**config.mk**
```make
export PLATFORM = sky130hd
export DESIGN_NAME = pefo_mux
export DESIGN_NICKNAME = d
export VERILOG_FILES = /design/src/core/pefo_pkg.sv /design/src/core/pefo_pin_sync.sv /design/src/core/pefo_mux.sv
export VERILOG_INCLUDE_DIRS = /design/src /design/src/core
export SDC_FILE = /design/constraint.sdc
export NUM_CORES = 1
export LEC_CHECK = 0
export BUFFER_PORTS_ARGS = -buffer_cell sky130_fd_sc_hd__buf_2
export CORE_MARGIN = 5
export CORE_UTILIZATION = 40
export DETAILED_ROUTE_END_ITERATION = 8
export PLACE_DENSITY_LB_ADDON = 0.15
export RECOVER_POWER = 25
export SLEW_MARGIN = 20
export SYNTH_ARGS = -nofsm -noshare
export SYNTH_HDL_FRONTEND = slang
export SYNTH_SLANG_ARGS = --single-unit
```
**constraint.sdc**
```tcl
create_clock -name clk -period 3.5 [get_ports clk]
set_input_delay 0.35 -clock clk [delete_from_list [all_inputs] [get_ports clk]]
set_output_delay 0.35 -clock clk [all_outputs]
set_load 0.05 [all_outputs]
```
**src/core/pefo_map.svh**
```systemverilog
`ifndef PEFO_MAP_SVH
`define PEFO_MAP_SVH
// ==========================================================
// Register offsets
`define PEFO_OFS_PE_OUT 8'h00
`define PEFO_OFS_PE_DIR 8'h04
`define PEFO_OFS_PF_OUT 8'h08
`define PEFO_OFS_PF_DIR 8'h0c
`define PEFO_OFS_CFG 8'h10
`define PEFO_OFS_STATUS 8'h14
// ==========================================================
// Configuration fields and reset values
`define PEFO_CFG_PUD 0
`define PEFO_CFG_SCAN 1
`define PEFO_CFG_LEGACY 2
`define PEFO_PORT_RESET 8'h00
`define PEFO_PF_PU_RESET 8'hb0
`define PEFO_SCAN_PU_VALUE 4'hb
// ==========================================================
// Pin positions; port F sits above port E in 16-bit vectors
`define PEFO_PE_RX 0
`define PEFO_PE_TX 1
`define PEFO_PE_XCK 2
`define PEFO_PE_CMPA 3
`define PEFO_PE_CMPB 4
`define PEFO_PE_CMPC 5
`define PEFO_PE_TCLK 6
`define PEFO_PE_CAP 7
`define PEFO_PF_TCK 12
`define PEFO_PF_TMS 13
`define PEFO_PF_TDO 14
`define PEFO_PF_TDI 15
// ==========================================================
// Scan instruction codes
`define PEFO_IR_CAPTURE 4'h1
`define PEFO_IR_BYPASS 4'hf
`endif

```
**src/core/pefo_pkg.sv**
```systemverilog
package pefo_pkg;
  // ========================================================
  // Scan controller states
  typedef enum logic [3:0] {
    st_test_reset, st_run_idle, st_reg_select, st_reg_capture,
    st_reg_shift, st_reg_exit1, st_reg_pause, st_reg_exit2,
    st_reg_update, st_instr_select, st_instr_capture,
    st_instr_shift, st_instr_exit1, st_instr_pause,
    st_instr_exit2, st_instr_update
  } pefo_tap_t;

  // ========================================================
  // Whole state of the override block
  typedef struct packed {
    logic [7:0] porte_out;
    logic [7:0] porte_dir;
    logic [7:0] portf_out;
    logic [7:0] portf_dir;
    logic global_pullup_off;
    logic scan_port_enable;
    logic legacy_mode;
    logic ack;
    logic waitreq;
    logic [31:0] readdata;
    pefo_tap_t tap;
    logic [3:0] instr;
    logic [3:0] instr_shift;
    logic [7:0] data_shift;
    logic tck_prev;
    logic tdo;
    logic tap_instr_shifting;
    logic tap_reg_shifting;
    logic [15:0] pin_out;
    logic [15:0] pin_oe;
    logic [15:0] pull_on;
    logic [15:0] input_en;
    logic [15:0] sampled;
  } pefo_state_t;
endpackage

```
**src/core/pefo_pin_sync.sv**
```systemverilog
`timescale 1ns/1ps
`default_nettype none
// ==========================================================
// Pad input synchroniser
// A bit changes only once the second and third stages agree,
// which also filters single-cycle glitches on the pads.
module pefo_pin_sync #(
  parameter int W = 16
) (
  // Clock and reset
  input wire logic clk,
  input wire logic rst,
  // Pads and synchronised levels
  input wire logic [W-1:0] d,
  output logic [W-1:0] q
);
  typedef struct packed {
    logic [W-1:0] s1;
    logic [W-1:0] s2;
    logic [W-1:0] s3;
    logic [W-1:0] q;
  } pefo_sync_t;

  pefo_sync_t st;
  pefo_sync_t next_st;

  always_comb
  begin
    next_st = st;
    next_st.s1 = d;
    next_st.s2 = st.s1;
    next_st.s3 = st.s2;
    for (int i = 0; i < W; i++)
    begin
      if (st.s2[i] == st.s3[i])
        next_st.q[i] = st.s3[i];
    end
  end

  always_ff @(posedge clk)
  begin
    if (rst)
      st <= '0;
    else
      st <= next_st;
  end

  assign q = st.q;
endmodule
`default_nettype wire

```
**src/core/pefo_mux.sv**
```systemverilog
`timescale 1ns/1ps
`default_nettype none
`include "pefo_map.svh"
module pefo_mux (
  // Clock and reset
  input wire logic clk,
  input wire logic rst,
  // Register bus
  input wire logic [7:0] avs_address,
  input wire logic avs_read,
  input wire logic avs_write,
  input wire logic [3:0] avs_byteenable,
  input wire logic [31:0] avs_writedata,
  output logic [31:0] avs_readdata,
  output logic avs_waitrequest,
  // Port E pads
  input wire logic [7:0] pe_pin_in,
  output logic [7:0] pe_pin_out,
  output logic [7:0] pe_pin_oe,
  output logic [7:0] pe_pullup,
  output logic [7:0] pe_input_en,
  // Port F pads
  input wire logic [7:0] pf_pin_in,
  output logic [7:0] pf_pin_out,
  output logic [7:0] pf_pin_oe,
  output logic [7:0] pf_pullup,
  output logic [7:0] pf_input_en,
  // Serial channel 0
  input wire logic serial0_tx_enable,
  input wire logic serial0_rx_enable,
  input wire logic serial0_sync_select,
  input wire logic serial0_ext_clock_out,
  input wire logic serial0_tx_line,
  output logic serial0_rx_line,
  output logic serial0_ext_clock,
  // Serial programming
  input wire logic prog_download_active,
  input wire logic prog_serial_out,
  output logic prog_serial_in,
  // Timer three
  input wire logic timer_three_compare_a_en,
  input wire logic timer_three_compare_a_out,
  input wire logic timer_three_compare_b_en,
  input wire logic timer_three_compare_b_out,
  input wire logic timer_three_compare_c_en,
  input wire logic timer_three_compare_c_out,
  output logic timer_three_capture_in,
  output logic timer_three_clock_in,
  // External interrupts 4..7
  input wire logic [3:0] ext_irq_enable,
  output logic ext_irq_line_4,
  output logic ext_irq_line_5,
  output logic ext_irq_line_6,
  output logic ext_irq_line_7,
  // Analog paths
  output logic comparator_pos_in,
  output logic comparator_neg_in,
  output logic [7:0] converter_channel,
  // Scan status
  output logic scan_port_enable,
  output logic tap_instr_shifting,
  output logic tap_reg_shifting
);
  import pefo_pkg::*;

  pefo_state_t st;
  pefo_state_t next_st;
  logic [15:0] pad;

  pefo_pin_sync #(
    .W(16)
  ) u_sync (
    .clk(clk),
    .rst(rst),
    .d({pf_pin_in, pe_pin_in}),
    .q(pad)
  );

  // ========================================================
  // Scan controller transitions, taken on a test clock rise
  function automatic pefo_tap_t tap_next(input pefo_tap_t s, input logic tms);
    case (s)
      st_test_reset: tap_next = tms ? st_test_reset : st_run_idle;
      st_run_idle: tap_next = tms ? st_reg_select : st_run_idle;
      st_reg_select: tap_next = tms ? st_instr_select : st_reg_capture;
      st_reg_capture: tap_next = tms ? st_reg_exit1 : st_reg_shift;
      st_reg_shift: tap_next = tms ? st_reg_exit1 : st_reg_shift;
      st_reg_exit1: tap_next = tms ? st_reg_update : st_reg_pause;
      st_reg_pause: tap_next = tms ? st_reg_exit2 : st_reg_pause;
      st_reg_exit2: tap_next = tms ? st_reg_update : st_reg_shift;
      st_reg_update: tap_next = tms ? st_reg_select : st_run_idle;
      st_instr_select: tap_next = tms ? st_test_reset : st_instr_capture;
      st_instr_capture: tap_next = tms ? st_instr_exit1 : st_instr_shift;
      st_instr_shift: tap_next = tms ? st_instr_exit1 : st_instr_shift;
      st_instr_exit1: tap_next = tms ? st_instr_update : st_instr_pause;
      st_instr_pause: tap_next = tms ? st_instr_exit2 : st_instr_pause;
      st_instr_exit2: tap_next = tms ? st_instr_update : st_instr_shift;
      st_instr_update: tap_next = tms ? st_reg_select : st_run_idle;
      default: tap_next = st_test_reset;
    endcase
  endfunction

  always_comb
  begin
    logic req;
    logic tck_rise;
    logic tck_fall;
    logic tms;
    logic tdi;
    logic [15:0] pu_oe;
    logic [15:0] pu_ov;
    logic [15:0] dd_oe;
    logic [15:0] dd_ov;
    logic [15:0] pv_oe;
    logic [15:0] pv_ov;
    logic [15:0] ie_oe;
    logic [15:0] ie_ov;
    logic [15:0] norm_dir;
    logic [15:0] norm_out;
    logic [15:0] norm_pu;
    req = 1'b0;
    tck_rise = 1'b0;
    tck_fall = 1'b0;
    tms = 1'b0;
    tdi = 1'b0;
    pu_oe = '0;
    pu_ov = '0;
    dd_oe = '0;
    dd_ov = '0;
    pv_oe = '0;
    pv_ov = '0;
    ie_oe = '0;
    ie_ov = '0;
    norm_dir = '0;
    norm_out = '0;
    norm_pu = '0;
    next_st = st;

    // ======================================================
    // Register bus: one wait cycle, then the answer
    req = avs_read | avs_write;
    next_st.ack = req & ~st.ack;
    next_st.waitreq = ~(req & ~st.ack);
    if (avs_read && !st.ack)
    begin
      case (avs_address)
        `PEFO_OFS_PE_OUT: next_st.readdata = {24'h000000, st.porte_out};
        `PEFO_OFS_PE_DIR: next_st.readdata = {24'h000000, st.porte_dir};
        `PEFO_OFS_PF_OUT: next_st.readdata = {24'h000000, st.portf_out};
        `PEFO_OFS_PF_DIR: next_st.readdata = {24'h000000, st.portf_dir};
        `PEFO_OFS_CFG: next_st.readdata = {29'h00000000, st.legacy_mode,
                                          st.scan_port_enable, st.global_pullup_off};
        `PEFO_OFS_STATUS: next_st.readdata = {8'h00, st.instr, st.tap, st.sampled};
        default: next_st.readdata = 32'h00000000;
      endcase
    end
    if (avs_write && st.ack && avs_byteenable[0])
    begin
      case (avs_address)
        `PEFO_OFS_PE_OUT: next_st.porte_out = avs_writedata[7:0];
        `PEFO_OFS_PE_DIR: next_st.porte_dir = avs_writedata[7:0];
        `PEFO_OFS_PF_OUT: next_st.portf_out = avs_writedata[7:0];
        `PEFO_OFS_PF_DIR: next_st.portf_dir = avs_writedata[7:0];
        `PEFO_OFS_CFG:
        begin
          next_st.global_pullup_off = avs_writedata[`PEFO_CFG_PUD];
          next_st.scan_port_enable = avs_writedata[`PEFO_CFG_SCAN];
          next_st.legacy_mode = avs_writedata[`PEFO_CFG_LEGACY];
        end
        default: next_st.readdata = st.readdata;
      endcase
    end

    // ======================================================
    // Port E overrides
    if (prog_download_active)
    begin
      dd_oe[`PEFO_PE_RX] = 1'b1;
      dd_ov[`PEFO_PE_RX] = 1'b0;
    end
    else if (serial0_rx_enable)
    begin
      pu_oe[`PEFO_PE_RX] = 1'b1;
      pu_ov[`PEFO_PE_RX] = st.porte_out[`PEFO_PE_RX] & ~st.global_pullup_off;
      dd_oe[`PEFO_PE_RX] = 1'b1;
      dd_ov[`PEFO_PE_RX] = 1'b0;
    end
    // Programming outranks the transmitter; both want the same pin.
    if (prog_download_active || serial0_tx_enable)
    begin
      pu_oe[`PEFO_PE_TX] = 1'b1;
      dd_oe[`PEFO_PE_TX] = 1'b1;
      dd_ov[`PEFO_PE_TX] = 1'b1;
      pv_oe[`PEFO_PE_TX] = 1'b1;
      pv_ov[`PEFO_PE_TX] = prog_download_active ? prog_serial_out : serial0_tx_line;
    end
    pv_oe[`PEFO_PE_XCK] = serial0_sync_select;
    pv_ov[`PEFO_PE_XCK] = serial0_ext_clock_out;
    pv_oe[`PEFO_PE_CMPA] = timer_three_compare_a_en;
    pv_ov[`PEFO_PE_CMPA] = timer_three_compare_a_out;
    pv_oe[`PEFO_PE_CMPB] = timer_three_compare_b_en;
    pv_ov[`PEFO_PE_CMPB] = timer_three_compare_b_out;
    pv_oe[`PEFO_PE_CMPC] = timer_three_compare_c_en;
    pv_ov[`PEFO_PE_CMPC] = timer_three_compare_c_out;
    ie_oe[7:4] = ext_irq_enable;
    ie_ov[7:4] = 4'hf;

    // ======================================================
    // Port F overrides; the lower four never take any
    if (st.scan_port_enable)
    begin
      pu_oe[15:12] = 4'hf;
      pu_ov[15:12] = `PEFO_SCAN_PU_VALUE;
      dd_oe[15:12] = 4'hf;
      dd_ov[`PEFO_PF_TDO] = st.tap_instr_shifting | st.tap_reg_shifting;
      pv_oe[`PEFO_PF_TDO] = 1'b1;
      pv_ov[`PEFO_PF_TDO] = st.tdo;
      ie_oe[15:12] = 4'hf;
      ie_ov[15:12] = 4'h0;
    end

    // ======================================================
    // Combine overrides with the port registers
    // Legacy mode masks the register, so port F stays input-only except
    // for the test output pin, which the scan override still drives while shifting.
    norm_dir = {st.portf_dir & ~{8{st.legacy_mode}}, st.porte_dir};
    norm_out = {st.portf_out, st.porte_out};
    norm_pu = norm_out & ~norm_dir & ~{16{st.global_pullup_off}};
    for (int i = 0; i < 16; i++)
    begin
      next_st.pull_on[i] = pu_oe[i] ? pu_ov[i] : norm_pu[i];
      next_st.pin_oe[i] = dd_oe[i] ? dd_ov[i] : norm_dir[i];
      next_st.pin_out[i] = pv_oe[i] ? pv_ov[i] : norm_out[i];
      next_st.input_en[i] = ie_oe[i] ? ie_ov[i] : 1'b1;
    end
    next_st.sampled = pad;

    // ======================================================
    // Scan controller, stepped by the synchronised test clock
    tms = pad[`PEFO_PF_TMS];
    tdi = pad[`PEFO_PF_TDI];
    next_st.tck_prev = pad[`PEFO_PF_TCK];
    tck_rise = pad[`PEFO_PF_TCK] & ~st.tck_prev;
    tck_fall = ~pad[`PEFO_PF_TCK] & st.tck_prev;
    if (!st.scan_port_enable)
    begin
      next_st.tap = st_test_reset;
      next_st.instr = `PEFO_IR_BYPASS;
    end
    else if (tck_rise)
    begin
      next_st.tap = tap_next(st.tap, tms);
      case (st.tap)
        st_test_reset: next_st.instr = `PEFO_IR_BYPASS;
        st_instr_capture: next_st.instr_shift = `PEFO_IR_CAPTURE;
        st_instr_shift: next_st.instr_shift = {tdi, st.instr_shift[3:1]};
        st_instr_update: next_st.instr = st.instr_shift;
        st_reg_capture: next_st.data_shift = (st.instr == `PEFO_IR_BYPASS) ? 8'h00 : pad[7:0];
        st_reg_shift:
        begin
          if (st.instr == `PEFO_IR_BYPASS)
            next_st.data_shift[0] = tdi;
          else
            next_st.data_shift = {tdi, st.data_shift[7:1]};
        end
        default: next_st.instr = st.instr;
      endcase
    end
    // Output data changes on the falling test clock edge.
    if (tck_fall)
      next_st.tdo = (st.tap == st_instr_shift) ? st.instr_shift[0] : st.data_shift[0];
    next_st.tap_instr_shifting = (next_st.tap == st_instr_shift);
    next_st.tap_reg_shifting = (next_st.tap == st_reg_shift);
  end

  always_ff @(posedge clk)
  begin
    if (rst)
    begin
      st <= '0;
      st.waitreq <= 1'b1;
      st.scan_port_enable <= 1'b1;
      st.pull_on <= {`PEFO_PF_PU_RESET, `PEFO_PORT_RESET};
      st.input_en <= 16'h0fff;
      st.instr <= `PEFO_IR_BYPASS;
      st.tap <= st_test_reset;
    end
    else
      st <= next_st;
  end

  // ========================================================
  // Outputs, each straight from the state register
  assign avs_readdata = st.readdata;
  assign avs_waitrequest = st.waitreq;
  assign pe_pin_out = st.pin_out[7:0];
  assign pe_pin_oe = st.pin_oe[7:0];
  assign pe_pullup = st.pull_on[7:0];
  assign pe_input_en = st.input_en[7:0];
  assign pf_pin_out = st.pin_out[15:8];
  assign pf_pin_oe = st.pin_oe[15:8];
  assign pf_pullup = st.pull_on[15:8];
  assign pf_input_en = st.input_en[15:8];
  assign serial0_rx_line = st.sampled[`PEFO_PE_RX];
  assign prog_serial_in = st.sampled[`PEFO_PE_RX];
  assign serial0_ext_clock = st.sampled[`PEFO_PE_XCK];
  assign comparator_pos_in = st.sampled[`PEFO_PE_XCK];
  assign comparator_neg_in = st.sampled[`PEFO_PE_CMPA];
  assign timer_three_clock_in = st.sampled[`PEFO_PE_TCLK];
  assign timer_three_capture_in = st.sampled[`PEFO_PE_CAP];
  assign ext_irq_line_4 = st.sampled[4];
  assign ext_irq_line_5 = st.sampled[5];
  assign ext_irq_line_6 = st.sampled[6];
  assign ext_irq_line_7 = st.sampled[7];
  assign converter_channel = st.sampled[15:8];
  assign scan_port_enable = st.scan_port_enable;
  assign tap_instr_shifting = st.tap_instr_shifting;
  assign tap_reg_shifting = st.tap_reg_shifting;

  // ========================================================
  // Assertions
  property p_rx_input;
    @(posedge clk) disable iff (rst)
    serial0_rx_enable |=> !pe_pin_oe[0];
  endproperty
  a_rx_input: assert property (p_rx_input) else $error("rx pin not input");

  property p_rx_pullup;
    @(posedge clk) disable iff (rst)
    (serial0_rx_enable && !prog_download_active) |=>
      pe_pullup[0] == ($past(st.porte_out[0]) && !$past(st.global_pullup_off));
  endproperty
  a_rx_pullup: assert property (p_rx_pullup) else $error("rx pull-up wrong");

  property p_tx_drive;
    @(posedge clk) disable iff (rst)
    (serial0_tx_enable && !prog_download_active) |=>
      pe_pin_oe[1] && !pe_pullup[1] && pe_pin_out[1] == $past(serial0_tx_line);
  endproperty
  a_tx_drive: assert property (p_tx_drive) else $error("tx pin wrong");

  property p_prog_io;
    @(posedge clk) disable iff (rst)
    prog_download_active |=> pe_pin_oe[1] && !pe_pin_oe[0] && pe_pin_out[1] == $past(prog_serial_out);
  endproperty
  a_prog_io: assert property (p_prog_io) else $error("programming pins wrong");

  property p_xck;
    @(posedge clk) disable iff (rst)
    serial0_sync_select |=> pe_pin_out[2] == $past(serial0_ext_clock_out) && pe_pin_oe[2] == $past(st.porte_dir[2]);
  endproperty
  a_xck: assert property (p_xck) else $error("clock pin wrong");

  property p_cmp_c;
    @(posedge clk) disable iff (rst)
    timer_three_compare_c_en |=> pe_pin_out[5] == $past(timer_three_compare_c_out);
  endproperty
  a_cmp_c: assert property (p_cmp_c) else $error("compare output wrong");

  property p_comparator;
    @(posedge clk) disable iff (rst)
    !rst |=> comparator_pos_in == $past(pad[2]) && comparator_neg_in == $past(pad[3]);
  endproperty
  a_comparator: assert property (p_comparator) else $error("comparator path wrong");

  property p_scan_pins;
    @(posedge clk) disable iff (rst)
    st.scan_port_enable |=> pf_pullup[7:4] == 4'hb && pf_input_en[7:4] == 4'h0 && !pf_pin_oe[7]
      && !pf_pin_oe[5] && !pf_pin_oe[4];
  endproperty
  a_scan_pins: assert property (p_scan_pins) else $error("scan pins wrong");

  property p_tdo_tristate;
    @(posedge clk) disable iff (rst)
    (st.scan_port_enable && !tap_instr_shifting && !tap_reg_shifting) |=> !pf_pin_oe[6];
  endproperty
  a_tdo_tristate: assert property (p_tdo_tristate) else $error("test output driven");

  property p_tap_steps;
    @(posedge clk) disable iff (rst)
    (st.scan_port_enable && !(pad[12] && !st.tck_prev)) |=> $stable(st.tap);
  endproperty
  a_tap_steps: assert property (p_tap_steps) else $error("scan state moved without clock");

  property p_legacy;
    @(posedge clk) disable iff (rst)
    st.legacy_mode |=> pf_pin_oe[3:0] == 4'h0 && pf_input_en[3:0] == 4'hf;
  endproperty
  a_legacy: assert property (p_legacy) else $error("port F not input-only");

  property p_bus_answer;
    @(posedge clk) disable iff (rst)
    (avs_read || avs_write) && avs_waitrequest |-> ##[1:2] !avs_waitrequest;
  endproperty
  a_bus_answer: assert property (p_bus_answer) else $error("bus answer late");

  c_rx: cover property (@(posedge clk) disable iff (rst) serial0_rx_enable ##1 !pe_pin_oe[0]);
  c_ir_shift: cover property (@(posedge clk) disable iff (rst) tap_instr_shifting ##1 pf_pin_oe[6]);
  c_dr_shift: cover property (@(posedge clk) disable iff (rst) tap_reg_shifting);
  c_write: cover property (@(posedge clk) disable iff (rst) avs_write && !avs_waitrequest);
endmodule
`default_nettype wire

```
* Word-level counts from Yosys, hierarchy flattened
Cells that the tools add are included.
** Word-level totals
- Register bits :: 237
- Output and inout bits :: 119
- Logic and storage cells :: 193
** Operators by class
- Eq/ne operators :: 41
- Multiplexer cells :: 56
- Bitwise logic cells :: 18
- Reduce and logical (&&, ||, !) cells :: 29
** Operators with widths (count)
- $pmux W24 S6 :: 1
- $mux W32 :: 3
- $pmux W4 S12 :: 1
- $eq A4 B4 Y1 const B :: 10
- $mux W1 :: 33
- $and A16 B16 Y16 :: 2
- $not A16 Y16 :: 2
- $mux W4 :: 6
- $eq A4 B3 Y1 const B :: 5
- $mux W20 :: 1
- $eq A1 B1 Y1 :: 16
- $eq A8 B4 Y1 const B :: 2
- $eq A8 B5 Y1 const B :: 2
- $mux W8 :: 2
- $pmux W4 S2 :: 2
- $pmux W8 S2 :: 1
- $reduce_or A2 Y1 :: 8
- $reduce_and A2 Y1 :: 6
- $and A8 B8 Y8 :: 1
- $eq A4 B2 Y1 const B :: 2
- $eq A8 B3 Y1 const B :: 1
- $logic_not A8 Y1 :: 1
- $not A8 Y8 :: 1
- $mux W7 :: 1
- other kinds (16) :: 34

* Depth between registers and ports, before layout
Gate-level depths: netlist of run 1.
- Depth after elaboration :: 6
- Mapped depth :: 7
- Mapped depth without buffers :: 5

* Cells and area by module
Synthesis of run 1 repeated with hierarchy kept, for this count alone.
** Unflattened totals
- Cell total of the unflattened synthesis :: 895
- Area total of the unflattened synthesis :: 8738.4 um2
** Modules (own cells, without submodules)
- pefo_mux :: instances 1, cells each 712, area each 6567.5 um2, sequential area each 2982.9 um2
- pefo_pin_sync :: instances 1, cells each 183, area each 2170.8 um2, sequential area each 1281.2 um2

* Worst setup path before layout of run 1
OpenSTA, ideal clock, no wires.
- Kind :: input to register
- Start point :: input avs_address[5]
- End point :: register scan_port_enable (netlist name)
- Arrival :: 1.759 ns
- Slack :: 1.621 ns
- Stages :: 5
- Path buffers :: 1
- Cell sequence :: or3_4 > or2_4 > or3_1 > buf_2 > a211o_1
** Between the ends
- Cells in the longest elaborated chain, start to end :: 2
** Ends and longest elaborated chain
- from (decl) :: RTL line pefo_mux.sv:9 : input wire logic [7:0] avs_address,
- $eq A8 B5 Y1 :: RTL line pefo_mux.sv:159 : case (avs_address)
- $reduce_and A2 Y1 (no line)
No other way between the ends.
A chain may end at the register's enable or synchronous reset.

==> results of run 1 <==
layer usage:
layer	global-route usage, %	vias up	wire length, um
met1	19.0	2458	8090
met5	0	-	0
met2	22.8	165	7910
met4	4.33	0	430
li1	-	2883	-
met3	2.85	29	1130
through the flow:
stage | total power (uW) | std cells
floorplan | 2690 | 894
global placement | 2730 | 1167
detailed placement | 2730 | 1167
CTS | 5060 | 1208
global route | 5190 | 1208
finish | 4980 | 1208
worst max-delay path, stage by stage:
cell and delay (ns):
clkbuf_2 1.00, nor2b_1 0.89, o21ai_0 0.21, a21oi_1 0.19, and4b_1 0.21
layout by cell type, fill, tap and decap left out, drive strengths merged, types with 15 or more instances in the layout:
cell type	instances
a21oi	32
a22oi	21
buf	155
clkbuf	36
conb	20
dfxtp	213
mux2i	40
nand2	71
nand2b	15
nor2	75
nor2b	94
o21ai	53
power groups by stage:
stage,clock (uW),combinational (uW),sequential (uW)
floorplan,0,170,2520
global placement,0,210,2520
detailed placement,0,211,2520
CTS,2390,212,2460
global route,2500,227,2470
finish,2310,208,2460
kinds of logic after synthesis:
family / count (synthesis) / synth area share [%]
AOI/OAI and AO/OA: 132 / 9.53
buffers and inverters: 163 / 12.6
DFF: 213 / 51.1
muxes: 47 / 6.56
other: 2 / 0.0901
and+or+nand+nor: 319 / 20.1
layout make-up:
class | count | share of cell area (%)
repair buffers | 157 | 8.69
clock inverters | 7 | 0.729
flip-flops and latches | 213 | 46.0
inverters | 9 | 0.364
clock buffers | 34 | 7.19
multi-input cells | 518 | 33.4
well taps | 270 | 3.64
state kept, by name, summed over array words and instances (netlist names), 8 cells and up:
name               cells
pf_pin_oe              8
pf_pin_out             8
converter_channel      8
next_st               16
pf_pullup              8
u_sync.st             16
u_sync.q              16
avs_readdata          24
pe_pin_out             8
pe_pin_oe              8
st                    41
pe_pullup              8
u_sync.next_st        32
how the worst max path moves through the flow:
stage / startpoint / end / slack (ns) / cells past startpoint
final: rst / tap_instr_shifting / 1.06 / 5
after global routing: rst / tap_instr_shifting / 0.76 / 5
after CTS: st[99] / st[89] / 1.52 / 5
after detailed placement: avs_address[5] / next_st[77] / 1.33 / 6
after global placement: avs_address[5] / st[155] / 1.35 / 6
after floorplan: avs_address[5] / scan_port_enable / 1.62 / 5
==> impl_results.md, run 1 <==
- Status: finished, violations left
- Failing checks: capacitance limit, slew limit
- Iter 0 DRT Violations: roughly 270
- Largest net degree at the start of global routing: 100
- Final hold vios: 0
- Syn Std Cell Area: roughly 8300 sq um
- #FFs+latches synth: 213
- Final Instance Area: 9270 sq um
- First-pass DRT Iterations: 4
- DR vias/cell: around 4.6
- NumNets Final: about 1,000
- Post-CTS Resized: 0
- Clock transition at path regs: 0.06 ns
- Synth top cells by count: 213 x dfxtp_1, 110 x buf_4, 94 x nor2b_1, 75 x nor2_1, 71 x nand2_1
- Root Buffer: clkbuf_16
- All-Layer GR Usage: between 10% and 20%
- Grt ovf: 0
- Number of synthesized flops with an enable pin: 0
- Finish-stage setup viols: 0
- Setup slack, reg-to-reg: ~1.5 ns
- Seq/Total Area, Yosys: 51.1%
- Max Clk Rate: 0.409 GHz
- CTS Buf Count: 23
- Post-CTS setup repair buffer count: 0
- Int Pwr: around 4000 uW
- Leak Pwr: 0.00404 uW
- Routed length per placed instance: 14.5 um
- # IOs: 200
- Final core area utilization: between 40% and 50%
- IR drop worst, VDD: 0.000286 V
- Setup CP Type: input pin to flip-flop
- Worst min path class: input pin to flip-flop
- Top FF cell, synth: dfxtp_1
- Max_cap viols: 1
- Slew Limit Fails: 100
- Area delta synth->final: 11.2%
- Initial antenna violation count: 0
- Diode count: 0
- Setup_tns: 0 ns
- Flop pwr share: about half
- Register area: 4260 sq um
- Tcrit/Tclk final: about 70%
- Final Critical Period: approximately 2.4 ns
- DP Worst Slack: 1.33 ns
- Layout cells sized above 1: between 20 and 25%
- Die width: 154 um
- Top cell type by total area after synthesis: dfxtp_1
- Multi-input gate area: 3100 sq um
- YS warnings: 0
- DRC viols: 0
- DP Area: between 8000 and 9000 sq um
- Largest cells by area after synthesis: dfxtp_1 51%, buf_4 9.9%, nor2b_1 7.1%
- Length in cells of the worst reg-to-reg path: 5
- Hold endpoint: pe_pin_oe[0]
- Worst-Margin Slew: 2.01 ns
- Critical-path maximum fanout: between 90 and 100
- Relative slew slack: -33.9%
- Core Rows: 52
- Mapped Cells: roughly 900
- RR Startpoint: st[100]
- Worst hold slack: approximately 0.051 ns
- H-tree levels: 1
- First-pass GRT wire length: 28,000 um
- Async S/R FF share, synth: 0%
- Startpoint Class: input pin
- Gate power share: approximately 4.2%
- CTS tree: done
- Remaining antenna violation count: 0
- Vias in the first global route: approximately 5,200
- RD Place Congestion: 0.817
- Reg-to-Reg End: st[89]
- Setup Skew: approximately 0.016 ns
- Worst setup margin: ~1.1 ns
- Final WL: 17,600 um
- Worst hold path depth: 2
- Crit path arrival time: around 2.9 ns
- Final HPWL DP: 12,300 um
- Average cell area after synthesis: between 9 and 10 sq um
- PD cells: between 500 and 600 nW/um^2
- Core area: roughly 20,000 sq um
- Yosys cell types: 54
- Clk pwr share: 46.3%
- Fillers: between 1,500 and 2,000
- Net Sw Frac: approximately 22%
- RSZ-0062 raised after global routing: false
- Top cell type's share of synthesized area: between 50% and 60%
- Crit. End Element: flip-flop
- Sw Pwr: approximately 1100 uW
- Hold_buf cts: 0
- Die area: 23,800 sq um
- Die Y: ~150 um
- Count leader, synth: dfxtp_1
- Clk buf depth: 3
- Initial Util: 40.9%
- Port bufs: between 100 and 150
- Hold wc startpoint: serial0_rx_enable
- Worst EP required: just under 4 ns
- Via count: around 5,500
- Clock Latency Late Sink: around 0.50 ns
- # clock sinks: between 200 and 250
Power figures use the tool's default switching activity.
==> inputs of run 2 (changes only) <==
==> constraint.sdc (replaced) <==
create_clock -name clk -period 2 [get_ports clk]
set_input_delay 0.2 -clock clk [delete_from_list [all_inputs] [get_ports clk]]
set_output_delay 0.2 -clock clk [all_outputs]
set_load 0.05 [all_outputs]
==> impl_results.md, run 2 (synthesis results as in run 1) <==
- Status: finished, final reports clean
- Crit. End Element: flip-flop
- Flop pwr share: 46.5% (-3.0 points)
- Setup Skew: 0.00620 ns (-0.0102 ns)
- CTS tree: done
- IR drop worst, VDD: 0.000601 V (+110%)
- CP max stage cell: dfxtp_1
- Slew Limit Fails: 0 (-100%)
- Largest register by flop count: st
- CTS Buf Count: 24 (+4.3%)
- Final hold vios: 0 (unchanged)
- First-pass DRT Iterations: 4 (unchanged)
- GRT met3 Usage: 3.30% (+0.45 points)
- Initial Util: 40.9% (unchanged)
- Length in cells of the worst reg-to-reg path: 5 (unchanged)
- RR Startpoint: st[102]
- CP cell instances: nor4b_2, mux2_2, a22o_1, mux2i_1, nor2_1
- Clock Latency Late Sink: 0.50 ns (about the same)
- All-Layer GR Usage: 15.2% (+1.1 points)
- Reg-to-Reg End: st[84]
- Clock transition at path regs: 0.06 ns (about the same)
- PD cells: 936 nW/um^2 (+74%)
- Clk buf depth: 3 (unchanged)
- Initial antenna violation count: 0 (unchanged)
- Vias in the first global route: 5,666 (+8.4%)
- GRT met1 Usage: 19.7% (+0.72 points)
- Tcrit/Tclk final: between 80 and 90%
- Max Clk Rate: ~0.57 GHz
- # IOs: 200 (unchanged)
- Area delta synth->final: 18.9%
- Post-CTS setup repair buffer count: 0 (unchanged)
- Largest net degree at the start of global routing: 43 (-57%)
- Port bufs: 148 (unchanged)
- Startpoint Class: flip-flop
- Critical-path maximum fanout: 9 (-91%)
- Worst setup margin: 0.241 ns (-0.815 ns)
- Worst hold path depth: 3 (+1)
- GRT busiest layer: met2
- Top delay family on crit path: flip-flops
- Final Critical Period: ~1.8 ns
- RD Place Congestion: 0.832 (+1.7%)
- Multi-input gate area: 3100 sq um (unchanged)
- Grt ovf: 0 (unchanged)
- Final WL: 18,500 um (+5.1%)
- Max reg flops: 41 (unchanged)
- Hold endpoint: next_st[52]
- # clock sinks: 213 (unchanged)
- Clk pwr share: 48.8% (+2.5 points)
- Crit path arrival time: 2.12 ns (-0.75 ns)
- Met2 usage: 25.6% (+2.7 points)
- Hold_buf cts: 39 (+39)
- Setup CP Type: flip-flop to flip-flop
- Worst-Margin Slew: 1.46 ns (-0.552 ns)
- Layout cells sized above 1: 22.7% (+0.55 points)
- Iter 0 DRT Violations: 259 (-3.4%)
- Register area: 4260 sq um (unchanged)
- Diode count: 0 (unchanged)
- Core area: 20,400 sq um (unchanged)
- Hold wc startpoint: avs_writedata[4]
- Remaining antenna violation count: 0 (unchanged)
- Finish-stage setup viols: 0 (unchanged)
- Root Buffer: clkbuf_16
- Die Y: 154 um (unchanged)
- RSZ-0062 raised after global routing: false
- Worst EP required: 2.36 ns (-1.57 ns)
- Fillers: 1,933 (-2.7%)
- Max incr delay on CP: 0.50 ns (-0.50 ns)
- Routed length per placed instance: 14.6 um (about the same)
- Commonest non-fill, non-tap cells in the layout: 213 x dfxtp_1, 147 x buf_2, 94 x nor2b_1
- Final core area utilization: 48.7% (+3.2 points)
- Setup_tns: 0 ns (unchanged)
- Via count: 5,828 (+5.3%)
- DP Worst Slack: 0.116 ns (-1.22 ns)
- Max_cap viols: 0 (-1)
- Gate power share: 4.7% (+0.5 points)
- Critical path buffers and inverters: 0 (-1)
- Core Rows: 52 (unchanged)
- Relative slew slack: 2.91% (+37 points)
- Setup slack, reg-to-reg: 0.24 ns (-1.26 ns)
- Total power draw: 9270 uW (+86%)
- Sw Pwr: 1970 uW (+83%)
- DR vias/cell: 4.59 (+0.23%)
- Worst min path class: input pin to flip-flop
- Post-CTS Resized: 0 (unchanged)
- Critical path depth: 5 (unchanged)
- Most common cell after layout, fill and taps aside: dfxtp_1
- Die area: 23,800 sq um (unchanged)
- Net Sw Frac: 21.2% (-0.41 points)
- Die width: 154 um (unchanged)
- H-tree levels: 1 (unchanged)
- Worst hold slack: 0.0210 ns (-0.0303 ns)
- NumNets Final: 1,063 (+6.0%)
- Final HPWL DP: 13,000 um (+5.7%)
- DRC viols: 0 (unchanged)
- Leak Pwr: 0.00434 uW (+7.4%)
- First-pass GRT wire length: 30,100 um (+7.6%)
- Int Pwr: 7310 uW (+87%)
[run 2: cell count changes in the layout (fill, tap and decap cells not counted), sizes merged]
cell and change:
buf +18, clkbuf +6, clkinv -3, dlygate4sd3 +39, inv -1, bufinv +2
[run 2: worst max-delay path by stage]
stage	startpoint	end	slack [ns]
after global routing	st[102]	st[84]	0.13
after floorplan	avs_address[5]	scan_port_enable	0.27
after CTS	st[102]	st[84]	0.26
after detailed placement	avs_address[5]	scan_port_enable	0.12
final	st[102]	st[84]	0.24
after global placement	avs_address[5]	scan_port_enable	0.13
[run 2: metal layers]
metal	vias up	wire (um)
li1	3003	-
met4	0	413
met5	-	0
met3	29	1160
met1	2644	8450
met2	152	8440
[run 2: layout make-up]
type / instances / share of cell area, %
multi-input cells: 518 / 31.2
repair buffers: 216 / 13.7
clock buffers: 38 / 7.31
flip-flops and latches: 213 / 43.0
clock inverters: 5 / 1.05
inverters: 9 / 0.341
well taps: 270 / 3.41
[run 2: metrics by stage]
stage,area (sq um),std cells
2_1_floorplan,8400,894
3_3_place_gp,8710,1187
3_5_place_dp,8710,1187
4_1_cts,9930,1269
5_1_grt,9910,1269
6_report,9910,1269
[run 2: worst reg2reg max path, delay by kind of cell, from the launching register on]
kind	cells	cell delay [ns]
simple gates	2	0.40
flops	1	0.50
compound gates	1	0.23
mux	2	0.49
[run 2: power by group through the flow]
stage | combinational (uW) | sequential, uW | clock [uW]
finish | 434 | 4310 | 4530
global placement | 380 | 4400 | 0
detailed placement | 380 | 4410 | 0
global route | 471 | 4320 | 4840
floorplan | 298 | 4410 | 0
CTS | 439 | 4310 | 4670
